`src/rtl/uhpf_pkg.sv`:
```
// Purpose: Shared constants and types for the pipe event flag block
// Assumes: 32-bit AXI4-Lite register bus, one pipe, one clock
// Notes:   Flags occupy bits 7:4 of the status word, lower bits read zero

package uhpf_pkg;

	// ----------------------------------------------------------------
	// Bus widths and responses
	// ----------------------------------------------------------------
	localparam int unsigned ADDR_W = 8;
	localparam int unsigned DATA_W = 32;
	localparam int unsigned STRB_W = 4;
	localparam logic [1:0] RESP_OKAY = 2'h0;
	localparam logic [1:0] RESP_SLVERR = 2'h2;
	localparam logic [31:0] WORD_ZERO = 32'h0000_0000;

	// ----------------------------------------------------------------
	// Register byte offsets
	// ----------------------------------------------------------------
	localparam logic [ADDR_W-1:0] OFF_STATUS = 8'h00;
	localparam logic [ADDR_W-1:0] OFF_CLEAR = 8'h04;
	localparam logic [ADDR_W-1:0] OFF_MASK = 8'h08;
	localparam logic [ADDR_W-1:0] OFF_SIZE = 8'h0C;
	localparam logic [ADDR_W-1:0] OFF_CTRL = 8'h10;

	// ----------------------------------------------------------------
	// Field layout and reset values
	// ----------------------------------------------------------------
	localparam int unsigned FLAG_LSB = 4;
	localparam int unsigned FLAG_W = 4;
	localparam int unsigned BIT_SHORT = 7;
	localparam int unsigned BIT_STALL = 6;
	localparam int unsigned BIT_OVERF = 5;
	localparam int unsigned BIT_NAK = 4;
	localparam int unsigned SIZE_W = 11;
	localparam logic [SIZE_W-1:0] SIZE_RST = 11'h040;
	localparam int unsigned CTRL_FREEZE = 0;
	localparam logic [FLAG_W-1:0] FLAGS_RST = 4'h0;

	typedef logic [DATA_W-1:0] uhpf_word_t;

	typedef enum {
		REG_STATUS,
		REG_CLEAR,
		REG_MASK,
		REG_SIZE,
		REG_CTRL,
		REG_NONE
	} uhpf_reg_t;

	// Order matches bits 7 down to 4
	typedef struct packed {
		logic short_pkt_flag;
		logic rx_stall_flag;
		logic pipe_overflow_flag;
		logic nak_received_flag;
	} uhpf_flags_t;

	typedef struct packed {
		logic pkt_done;
		logic [SIZE_W-1:0] pkt_len;
		logic stall;
		logic nak;
	} uhpf_evt_t;

endpackage

```
`src/rtl/uhpf_pipe_flags.sv`:
```
// Purpose: Per-pipe event flags, mask, freeze and AXI4-Lite slave
// Assumes: Event strobes come from pipe logic on the same clock
// Notes:   Status is read-only, clear is write-one, reads of clear give 0
// Function
// - Short packet received sets short flag
// - Writing one to short clear clears it
// - Stall sets bit 6, masked interrupt
// - Stall freezes the pipe automatically
// - Writing one to stall clear clears it
// - Overflow sets bit 5, masked interrupt
// - Writing one to overflow clear clears it
// - NAK sets bit 4, masked interrupt
// - Writing one to NAK clear clears it
//
// The implementer's own choices: register access over AXI4-Lite and the placing of the registers.

module uhpf_pipe_flags
	import uhpf_pkg::*;
(
	input wire logic clock,
	input wire logic nrst,
	input wire logic [ADDR_W-1:0] s_axi_awaddr,
	input wire logic s_axi_awvalid,
	output logic s_axi_awready,
	input wire logic [DATA_W-1:0] s_axi_wdata,
	input wire logic [STRB_W-1:0] s_axi_wstrb,
	input wire logic s_axi_wvalid,
	output logic s_axi_wready,
	output logic [1:0] s_axi_bresp,
	output logic s_axi_bvalid,
	input wire logic s_axi_bready,
	input wire logic [ADDR_W-1:0] s_axi_araddr,
	input wire logic s_axi_arvalid,
	output logic s_axi_arready,
	output logic [DATA_W-1:0] s_axi_rdata,
	output logic [1:0] s_axi_rresp,
	output logic s_axi_rvalid,
	input wire logic s_axi_rready,
	input wire uhpf_evt_t pipe_evt,
	output logic pipe_frozen,
	output logic irq
);

	// ----------------------------------------------------------------
	// Helpers
	// ----------------------------------------------------------------
	function automatic uhpf_reg_t decode(input logic [ADDR_W-1:0] a);
		case (a)
			OFF_STATUS: decode = REG_STATUS;
			OFF_CLEAR: decode = REG_CLEAR;
			OFF_MASK: decode = REG_MASK;
			OFF_SIZE: decode = REG_SIZE;
			OFF_CTRL: decode = REG_CTRL;
			default: decode = REG_NONE;
		endcase
	endfunction

	function automatic uhpf_word_t strb_mask(input logic [STRB_W-1:0] s);
		uhpf_word_t m;
		m = WORD_ZERO;
		for (int i = 0; i < STRB_W; i++) begin
			m[i*8 +: 8] = {8{s[i]}};
		end
		strb_mask = m;
	endfunction

	// ----------------------------------------------------------------
	// State
	// ----------------------------------------------------------------
	logic aw_full_q, w_full_q;
	logic [ADDR_W-1:0] aw_addr_q;
	uhpf_word_t w_data_q;
	logic [STRB_W-1:0] w_strb_q;
	uhpf_flags_t flags_q;
	uhpf_flags_t flags_d;
	uhpf_flags_t pipe_irq_mask_reg_q;
	uhpf_flags_t mask_d;
	logic [SIZE_W-1:0] pipe_max_packet_size_q;
	uhpf_flags_t set_vec, clr_vec;
	logic aw_hs, w_hs, ar_hs, do_wr;
	logic bvalid_d, rvalid_d, aw_full_d, w_full_d;
	uhpf_reg_t wr_sel;
	uhpf_word_t wr_mask, wr_bits, status_word;
	logic freeze_d;

	// ----------------------------------------------------------------
	// Write channel handshakes
	// ----------------------------------------------------------------
	assign aw_hs = s_axi_awvalid & s_axi_awready;
	assign w_hs = s_axi_wvalid & s_axi_wready;
	assign ar_hs = s_axi_arvalid & s_axi_arready;
	// One write at a time: nothing new is taken until the response goes
	assign do_wr = aw_full_q & w_full_q & ~s_axi_bvalid;
	assign aw_full_d = (aw_full_q | aw_hs) & ~do_wr;
	assign w_full_d = (w_full_q | w_hs) & ~do_wr;
	assign bvalid_d = do_wr | (s_axi_bvalid & ~s_axi_bready);
	assign rvalid_d = ar_hs | (s_axi_rvalid & ~s_axi_rready);

	assign wr_sel = decode(aw_addr_q);
	assign wr_mask = strb_mask(w_strb_q);
	assign wr_bits = w_data_q & wr_mask;

	always_ff @(posedge clock or negedge nrst) begin
		if (!nrst) begin
			aw_full_q <= 1'b0;
			w_full_q <= 1'b0;
			aw_addr_q <= OFF_STATUS;
			w_data_q <= WORD_ZERO;
			w_strb_q <= '0;
		end else begin
			aw_full_q <= aw_full_d;
			w_full_q <= w_full_d;
			if (aw_hs) begin
				aw_addr_q <= s_axi_awaddr;
			end
			if (w_hs) begin
				w_data_q <= s_axi_wdata;
				w_strb_q <= s_axi_wstrb;
			end
		end
	end

	always_ff @(posedge clock or negedge nrst) begin
		if (!nrst) begin
			s_axi_awready <= 1'b0;
			s_axi_wready <= 1'b0;
			s_axi_bvalid <= 1'b0;
			s_axi_bresp <= RESP_OKAY;
		end else begin
			s_axi_awready <= ~aw_full_d & ~bvalid_d;
			s_axi_wready <= ~w_full_d & ~bvalid_d;
			s_axi_bvalid <= bvalid_d;
			if (do_wr) begin
				s_axi_bresp <= (wr_sel == REG_NONE) ? RESP_SLVERR : RESP_OKAY;
			end
		end
	end

	// ----------------------------------------------------------------
	// Read channel
	// ----------------------------------------------------------------
	assign status_word = uhpf_word_t'(flags_q) << FLAG_LSB;

	always_ff @(posedge clock or negedge nrst) begin
		if (!nrst) begin
			s_axi_arready <= 1'b0;
			s_axi_rvalid <= 1'b0;
			s_axi_rdata <= WORD_ZERO;
			s_axi_rresp <= RESP_OKAY;
		end else begin
			s_axi_arready <= ~rvalid_d;
			s_axi_rvalid <= rvalid_d;
			if (ar_hs) begin
				s_axi_rresp <= RESP_OKAY;
				case (decode(s_axi_araddr))
					REG_STATUS: s_axi_rdata <= status_word;
					REG_MASK: s_axi_rdata <=
						uhpf_word_t'(pipe_irq_mask_reg_q) << FLAG_LSB;
					REG_SIZE: s_axi_rdata <=
						uhpf_word_t'(pipe_max_packet_size_q);
					REG_CTRL: s_axi_rdata <=
						uhpf_word_t'(pipe_frozen) << CTRL_FREEZE;
					REG_CLEAR: s_axi_rdata <= WORD_ZERO;
					default: begin
						s_axi_rdata <= WORD_ZERO;
						s_axi_rresp <= RESP_SLVERR;
					end
				endcase
			end
		end
	end

	// ----------------------------------------------------------------
	// Events and flags
	// ----------------------------------------------------------------
	always_comb begin
		set_vec = uhpf_flags_t'(FLAGS_RST);
		set_vec.short_pkt_flag = pipe_evt.pkt_done &&
			(pipe_evt.pkt_len < pipe_max_packet_size_q);
		set_vec.rx_stall_flag = pipe_evt.stall;
		set_vec.pipe_overflow_flag = pipe_evt.pkt_done &&
			(pipe_evt.pkt_len > pipe_max_packet_size_q);
		set_vec.nak_received_flag = pipe_evt.nak;
	end

	// Only lanes written with a one clear; zero bits leave flags alone
	always_comb begin
		clr_vec = uhpf_flags_t'(FLAGS_RST);
		if (do_wr && wr_sel == REG_CLEAR) begin
			clr_vec = uhpf_flags_t'(wr_bits[FLAG_LSB +: FLAG_W]);
		end
	end

	// Set is ORed after the clear so a same-cycle event is never lost
	assign flags_d = uhpf_flags_t'(
		(flags_q & ~clr_vec) |
		set_vec);

	always_ff @(posedge clock or negedge nrst) begin
		if (!nrst) begin
			flags_q <= uhpf_flags_t'(FLAGS_RST);
		end else begin
			flags_q <= flags_d;
		end
	end

	// ----------------------------------------------------------------
	// Mask, packet size and freeze control
	// ----------------------------------------------------------------
	always_comb begin
		mask_d = pipe_irq_mask_reg_q;
		if (do_wr && wr_sel == REG_MASK) begin
			mask_d = uhpf_flags_t'(
				(pipe_irq_mask_reg_q & ~wr_mask[FLAG_LSB +: FLAG_W]) |
				wr_bits[FLAG_LSB +: FLAG_W]);
		end
	end

	always_ff @(posedge clock or negedge nrst) begin
		if (!nrst) begin
			pipe_irq_mask_reg_q <= uhpf_flags_t'(FLAGS_RST);
		end else begin
			pipe_irq_mask_reg_q <= mask_d;
		end
	end

	always_ff @(posedge clock or negedge nrst) begin
		if (!nrst) begin
			pipe_max_packet_size_q <= SIZE_RST;
		end else if (do_wr && wr_sel == REG_SIZE) begin
			pipe_max_packet_size_q <=
				(pipe_max_packet_size_q & ~wr_mask[SIZE_W-1:0]) |
				wr_bits[SIZE_W-1:0];
		end
	end

	// Software may unfreeze, but a stall in the same cycle keeps it frozen
	always_comb begin
		freeze_d = pipe_frozen;
		if (do_wr && wr_sel == REG_CTRL && wr_mask[CTRL_FREEZE]) begin
			freeze_d = w_data_q[CTRL_FREEZE];
		end
		if (pipe_evt.stall) begin
			freeze_d = 1'b1;
		end
	end

	always_ff @(posedge clock or negedge nrst) begin
		if (!nrst) begin
			pipe_frozen <= 1'b0;
		end else begin
			pipe_frozen <= freeze_d;
		end
	end

	// ----------------------------------------------------------------
	// Interrupt
	// ----------------------------------------------------------------
	// Built from next values so irq moves in the same cycle as the flags
	always_ff @(posedge clock or negedge nrst) begin
		if (!nrst) begin
			irq <= 1'b0;
		end else begin
			irq <= |(flags_d & mask_d);
		end
	end

	logic clr_wr;
	assign clr_wr = do_wr && wr_sel == REG_CLEAR;
endmodule

```
`config.mk`:
```
export PLATFORM = sky130hd
export DESIGN_NAME = uhpf_pipe_flags
export DESIGN_NICKNAME = d
export VERILOG_FILES = /design/src/rtl/uhpf_pkg.sv /design/src/rtl/uhpf_pipe_flags.sv
export SDC_FILE = /design/constraint.sdc
export NUM_CORES = 1
export LEC_CHECK = 0
export ABC_AREA = 1
export BUFFER_PORTS_ARGS = -buffer_cell sky130_fd_sc_hd__buf_2
export CAP_MARGIN = 20
export CORE_MARGIN = 3
export CORE_UTILIZATION = 50
export DETAILED_ROUTE_END_ITERATION = 10
export PLACE_DENSITY_LB_ADDON = 0.15
export SYNTH_ARGS = -nofsm -noshare
export SYNTH_HDL_FRONTEND = slang
export SYNTH_SLANG_ARGS = --single-unit
```
`constraint.sdc`:
```
create_clock -name clock -period 2.3 [get_ports clock]
set_input_delay 0.69 -clock clock [delete_from_list [all_inputs] [get_ports clock]]
set_output_delay 0.69 -clock clock [all_outputs]
set_load 0.03 [all_outputs]
```
Word-level counts from Yosys, hierarchy flattened
Index checks and enable logic that the tools add are counted.
Cells by class
  order comparisons: 2
  equality and inequality tests: 17
  mux-type cells: 10
  bitwise gates (word level): 34
  reduce and logical (&&, ||, !) cells: 13
Operators by type and width (number)
  32-bit by 2-bit == test with 1-bit output, second input constant: 2
  11-bit case mux with 4 select lines: 1
  32-bit by 1-bit == test with 1-bit output, second input constant: 1
  32-bit by 3-bit == test with 1-bit output, second input constant: 1
  32-bit by 4-bit == test with 1-bit output, second input constant: 1
  8-bit by 4-bit == test with 1-bit output, second input constant: 4
  32-bit logical NOT: 1
  32-bit 2-to-1 mux: 1
  3-bit case mux with 5 select lines: 2
  11-bit bitwise AND: 2
  8-bit by 3-bit == test with 1-bit output, second input constant: 2
  8-bit by 5-bit == test with 1-bit output, second input constant: 2
  8-bit logical NOT: 2
  4-bit bitwise AND: 3
  1-bit bitwise AND: 11
  11-bit greater-than comparator: 1
  11-bit < comparator: 1
  11-bit NOT: 1
  11-bit OR: 1
  4-bit 2-to-1 mux: 2
  1-bit NOT: 8
  4-bit NOT: 2
  4-bit OR: 2
  1-bit logical AND: 7
  other kinds (9): 15
Word-level totals
  register bits after elaboration: 85
  bits of input ports: 73
  output and inout port bits: 43
  word-level logic and storage cells: 100

Longest topological paths before layout
  depth after elaboration: 10
  mapped depth: 12
  gate-level depth less buffers: 12

Worst setup path after synthesis
No wires, ideal clock.
  kind: input to register
  from: in pipe_evt[8] in the netlist's numbering
  to: reg irq
  setup time: 121 ps
  arrival time: 1613 ps
  data required time: 2179 ps
  setup slack: 566 ps
  stages on the path: 10
  buffers on the path: 0
  path through: ha_1 > nand2_1 > nor2_1 > nand2_1 > o21ai_0 > inv_1 > nand2_1 > nand2_1 > a21oi_1 > nand2_1
RTL lines
  start, declared: RTL line uhpf_pipe_flags.sv:39  | input wire uhpf_evt_t pipe_evt,
  end signal, assigned: RTL line uhpf_pipe_flags.sv:264  | irq <= |(flags_d & mask_d);
  end, declared: RTL line uhpf_pipe_flags.sv:41  | output logic irq

==> impl_metrics.json <==
{
  "switching_share": 0.365,
  "status": "complete, no violations",
  "crit_family": "flip-flops",
  "clock_skew_ps": 3.97,
  "io-pin-count": 116,
  "ys_types": 31,
  "synthTopCellsByArea": "dfrtp_1 (47%), nand2_1 (13%), inv_1 (7.0%)",
  "crit_type": "reg2reg",
  "yosysWarnings": 0,
  "share_clk_of_total_power": 0.287,
  "rsz0062_at_grt": "false",
  "wl_per_cell_um": 11.7,
  "wl_um": 6430,
  "critPathMaxStageDelay_ps": 550,
  "path_cells": "inv_1 > ha_1 > nand2_1 > nor2_1 > nand2_1 > o21ai_0 > inv_1 > nand2_1 > nand2_1 > a21oi_1 > nand2_1",
  "fin_tns_setup_ps": 0,
  "p_leak_nw": 2.02,
  "cp_max_fo": 3,
  "hpwl_um": 4910,
  "port_buffers": 69,
  "p_per_area_mw_per_mm2": 972,
  "routed-via-count": 2610,
  "setup_viol": 0,
  "final_cell_mix": "nand2_1 (110), buf_2 (69), dfrtp_1 (61), inv_1 (60), o21ai_0 (34)",
  "pre_cts_ws_ps": 324,
  "fp.coreArea_mm2": 0.00610,
  "cpMostUsedCell": "nand2_1",
  "nNetsFinal": 551,
  "grt_overflow": 0,
  "ant_nets": 0,
  "endpoint_kind": "register",
  "grt_start_max_net_pins": 27,
  "synth.top_cell.area_share": 0.472,
  "drt_first_pass_iters": 4,
  "drc": 0,
  "die_x_um": 86.5,
  "start_util": 0.531,
  "cts.sinks": 62,
  "grt_pass1_wl_um": 10800,
  "switchingPower_mw": 1.35,
  "fmax_mhz": 561,
  "path_clk_slew_ps": 70,
  "slew_headroom": 0.638,
  "yosys_register_bits": 62,
  "drv_slew": 0,
  "syn_avg_cell_area_um2": 8.24,
  "grt_usage": 0.185,
  "p_int_mw": 2.34,
  "slowest_stage": "dfstp_2",
  "power_frac_seq": 0.421,
  "setup_ws_ps": 519,
  "pwr-share-comb": 0.292,
  "final_common_cell": "nand2_1",
  "synthesis.area_mm2": 0.00324,
  "insertion_delay_ps": 320,
  "worstPathArrival_ps": 2000,
  "antenna_found_initial": 0,
  "min_path_type": "in2async",
  "drv_cap": 0,
  "finalCriticalPeriod_ps": 1780,
  "routed_via_density": 4.77,
  "areaGrowthSynthToFinish_pct": 17.4,
  "die_h_um": 86.5,
  "htree_levels": 3,
  "synth-seq-area-share": 0.480,
  "fin_crit_sh": 0.774,
  "peakVddDrop_uv": 656,
  "syn_inst": 393,
  "cts_setup_buffers": 0,
  "post_dp_cell_area_mm2": 0.00358,
  "cts_root_buf": "clkbuf_8",
  "rows": 28,
  "synth_area_leader_cell": "dfrtp_1",
  "path_buf_inv": 2,
  "cts_resized": 0,
  "die_area_mm2": 0.00748,
  "antennaDiodeCount": 0,
  "cts_hold_buf": 0,
  "grt_pass1_vias": 2474,
  "hold_viol": 0,
  "final_cell_area_mm2": 0.00380,
  "drt_iter0_drc": 91,
  "clk_path_buf_depth": 2,
  "cts_tree": "built",
  "max_slew.worst_pin.slew_ps": 543,
  "power_mw": 3.69,
  "cp-start-kind": "register",
  "cp_data_required_time_ps": 2510,
  "numCtsBuffers": 9,
  "layout-drive-gt1-share": 0.242,
  "gp_congestion": 0.766
}
==> cells in the mapped netlist <==
cell type,instances
a21o_1,1
buf_4,24
nor4_4,1
conb_1,1
nand3_4,1
nand2_2,4
nand4_1,2
inv_2,4
nor2_1,13
buf_2,1
nand3_1,16
o31ai_1,6
o21ai_0,34
a31oi_1,1
nand2_1,110
dfrtp_1,61
nor2_2,4
dfstp_2,1
inv_1,60
ha_1,11
o2111ai_1,1
o211ai_1,4
nor3_1,1
buf_6,1
nand3_2,1
a21oi_1,12
o22ai_1,1
o21ai_1,1
o21ai_2,8
clkbuf_1,5
nor3_2,2
==> power by group through the flow <==
stage / sequential (mW) / clock (mW) / combinational (mW)
floorplan: 1.62 / 0 / 0.779
detailed placement: 1.57 / 0 / 1.09
global placement: 1.57 / 0 / 1.06
finish: 1.55 / 1.06 / 1.08
CTS: 1.55 / 1.08 / 1.09
global route: 1.59 / 1.15 / 1.26
==> stage by stage <==
step                hold slack [ps]  utilization  cells
finish                          331        0.624    547
global placement                449        0.587    531
global route                    365        0.624    547
floorplan                       394            -    415
CTS                             338        0.624    547
detailed placement              448        0.587    531
==> logic make-up (layout without fill, tap and decap cells) <==
group | count (synthesis) | after routing | synth area share
flip-flops | 62 | 62 | 0.480
adder cells (fa/ha/maj) | 11 | 11 | 0.0425
AO/OA/AOI/OAI | 69 | 69 | 0.126
buffers and inverters | 95 | 152 | 0.141
other | 1 | 23 | 0.00116
AND/OR/NAND/NOR | 155 | 155 | 0.210
==> area by class of cell <==
type	instances	area [um^2]
inverters	64	240
repair buffers	72	380
clock inverters	6	85.1
multi-input cells	258	1310
well taps	75	93.8
flip-flops and latches	62	1550
clock buffers	10	138
fillers	577	2290
==> path summary, 6_finish.rpt <==
kind	start	end	slack [ps]	depth (start not counted)
setup / recovery	register	irq$_DFF_PN0_	520	11
hold / removal	nrst	s_axi_rdata[9]$_DFFE_PN0P_	330	1
setup reg to reg	register	irq$_DFF_PN0_	520	11
hold reg to reg	s_axi_rvalid$_DFF_PN0_	s_axi_arready$_DFF_PN0_	450	1
max in group asynchronous	nrst	flags_q[1]$_DFF_PN0_	1330	2
min in group clock	s_axi_rvalid$_DFF_PN0_	s_axi_arready$_DFF_PN0_	450	1
==> layer usage <==
metal,vias to the layer above,GRT usage,share of wire
met4,0,0.0708,0.012
met1,1180,0.240,0.45
met5,-,0,0
met3,7,0.0418,0.062
met2,71,0.300,0.48
li1,1352,-,-
No activity file was read; power rests on OpenSTA's default activity.
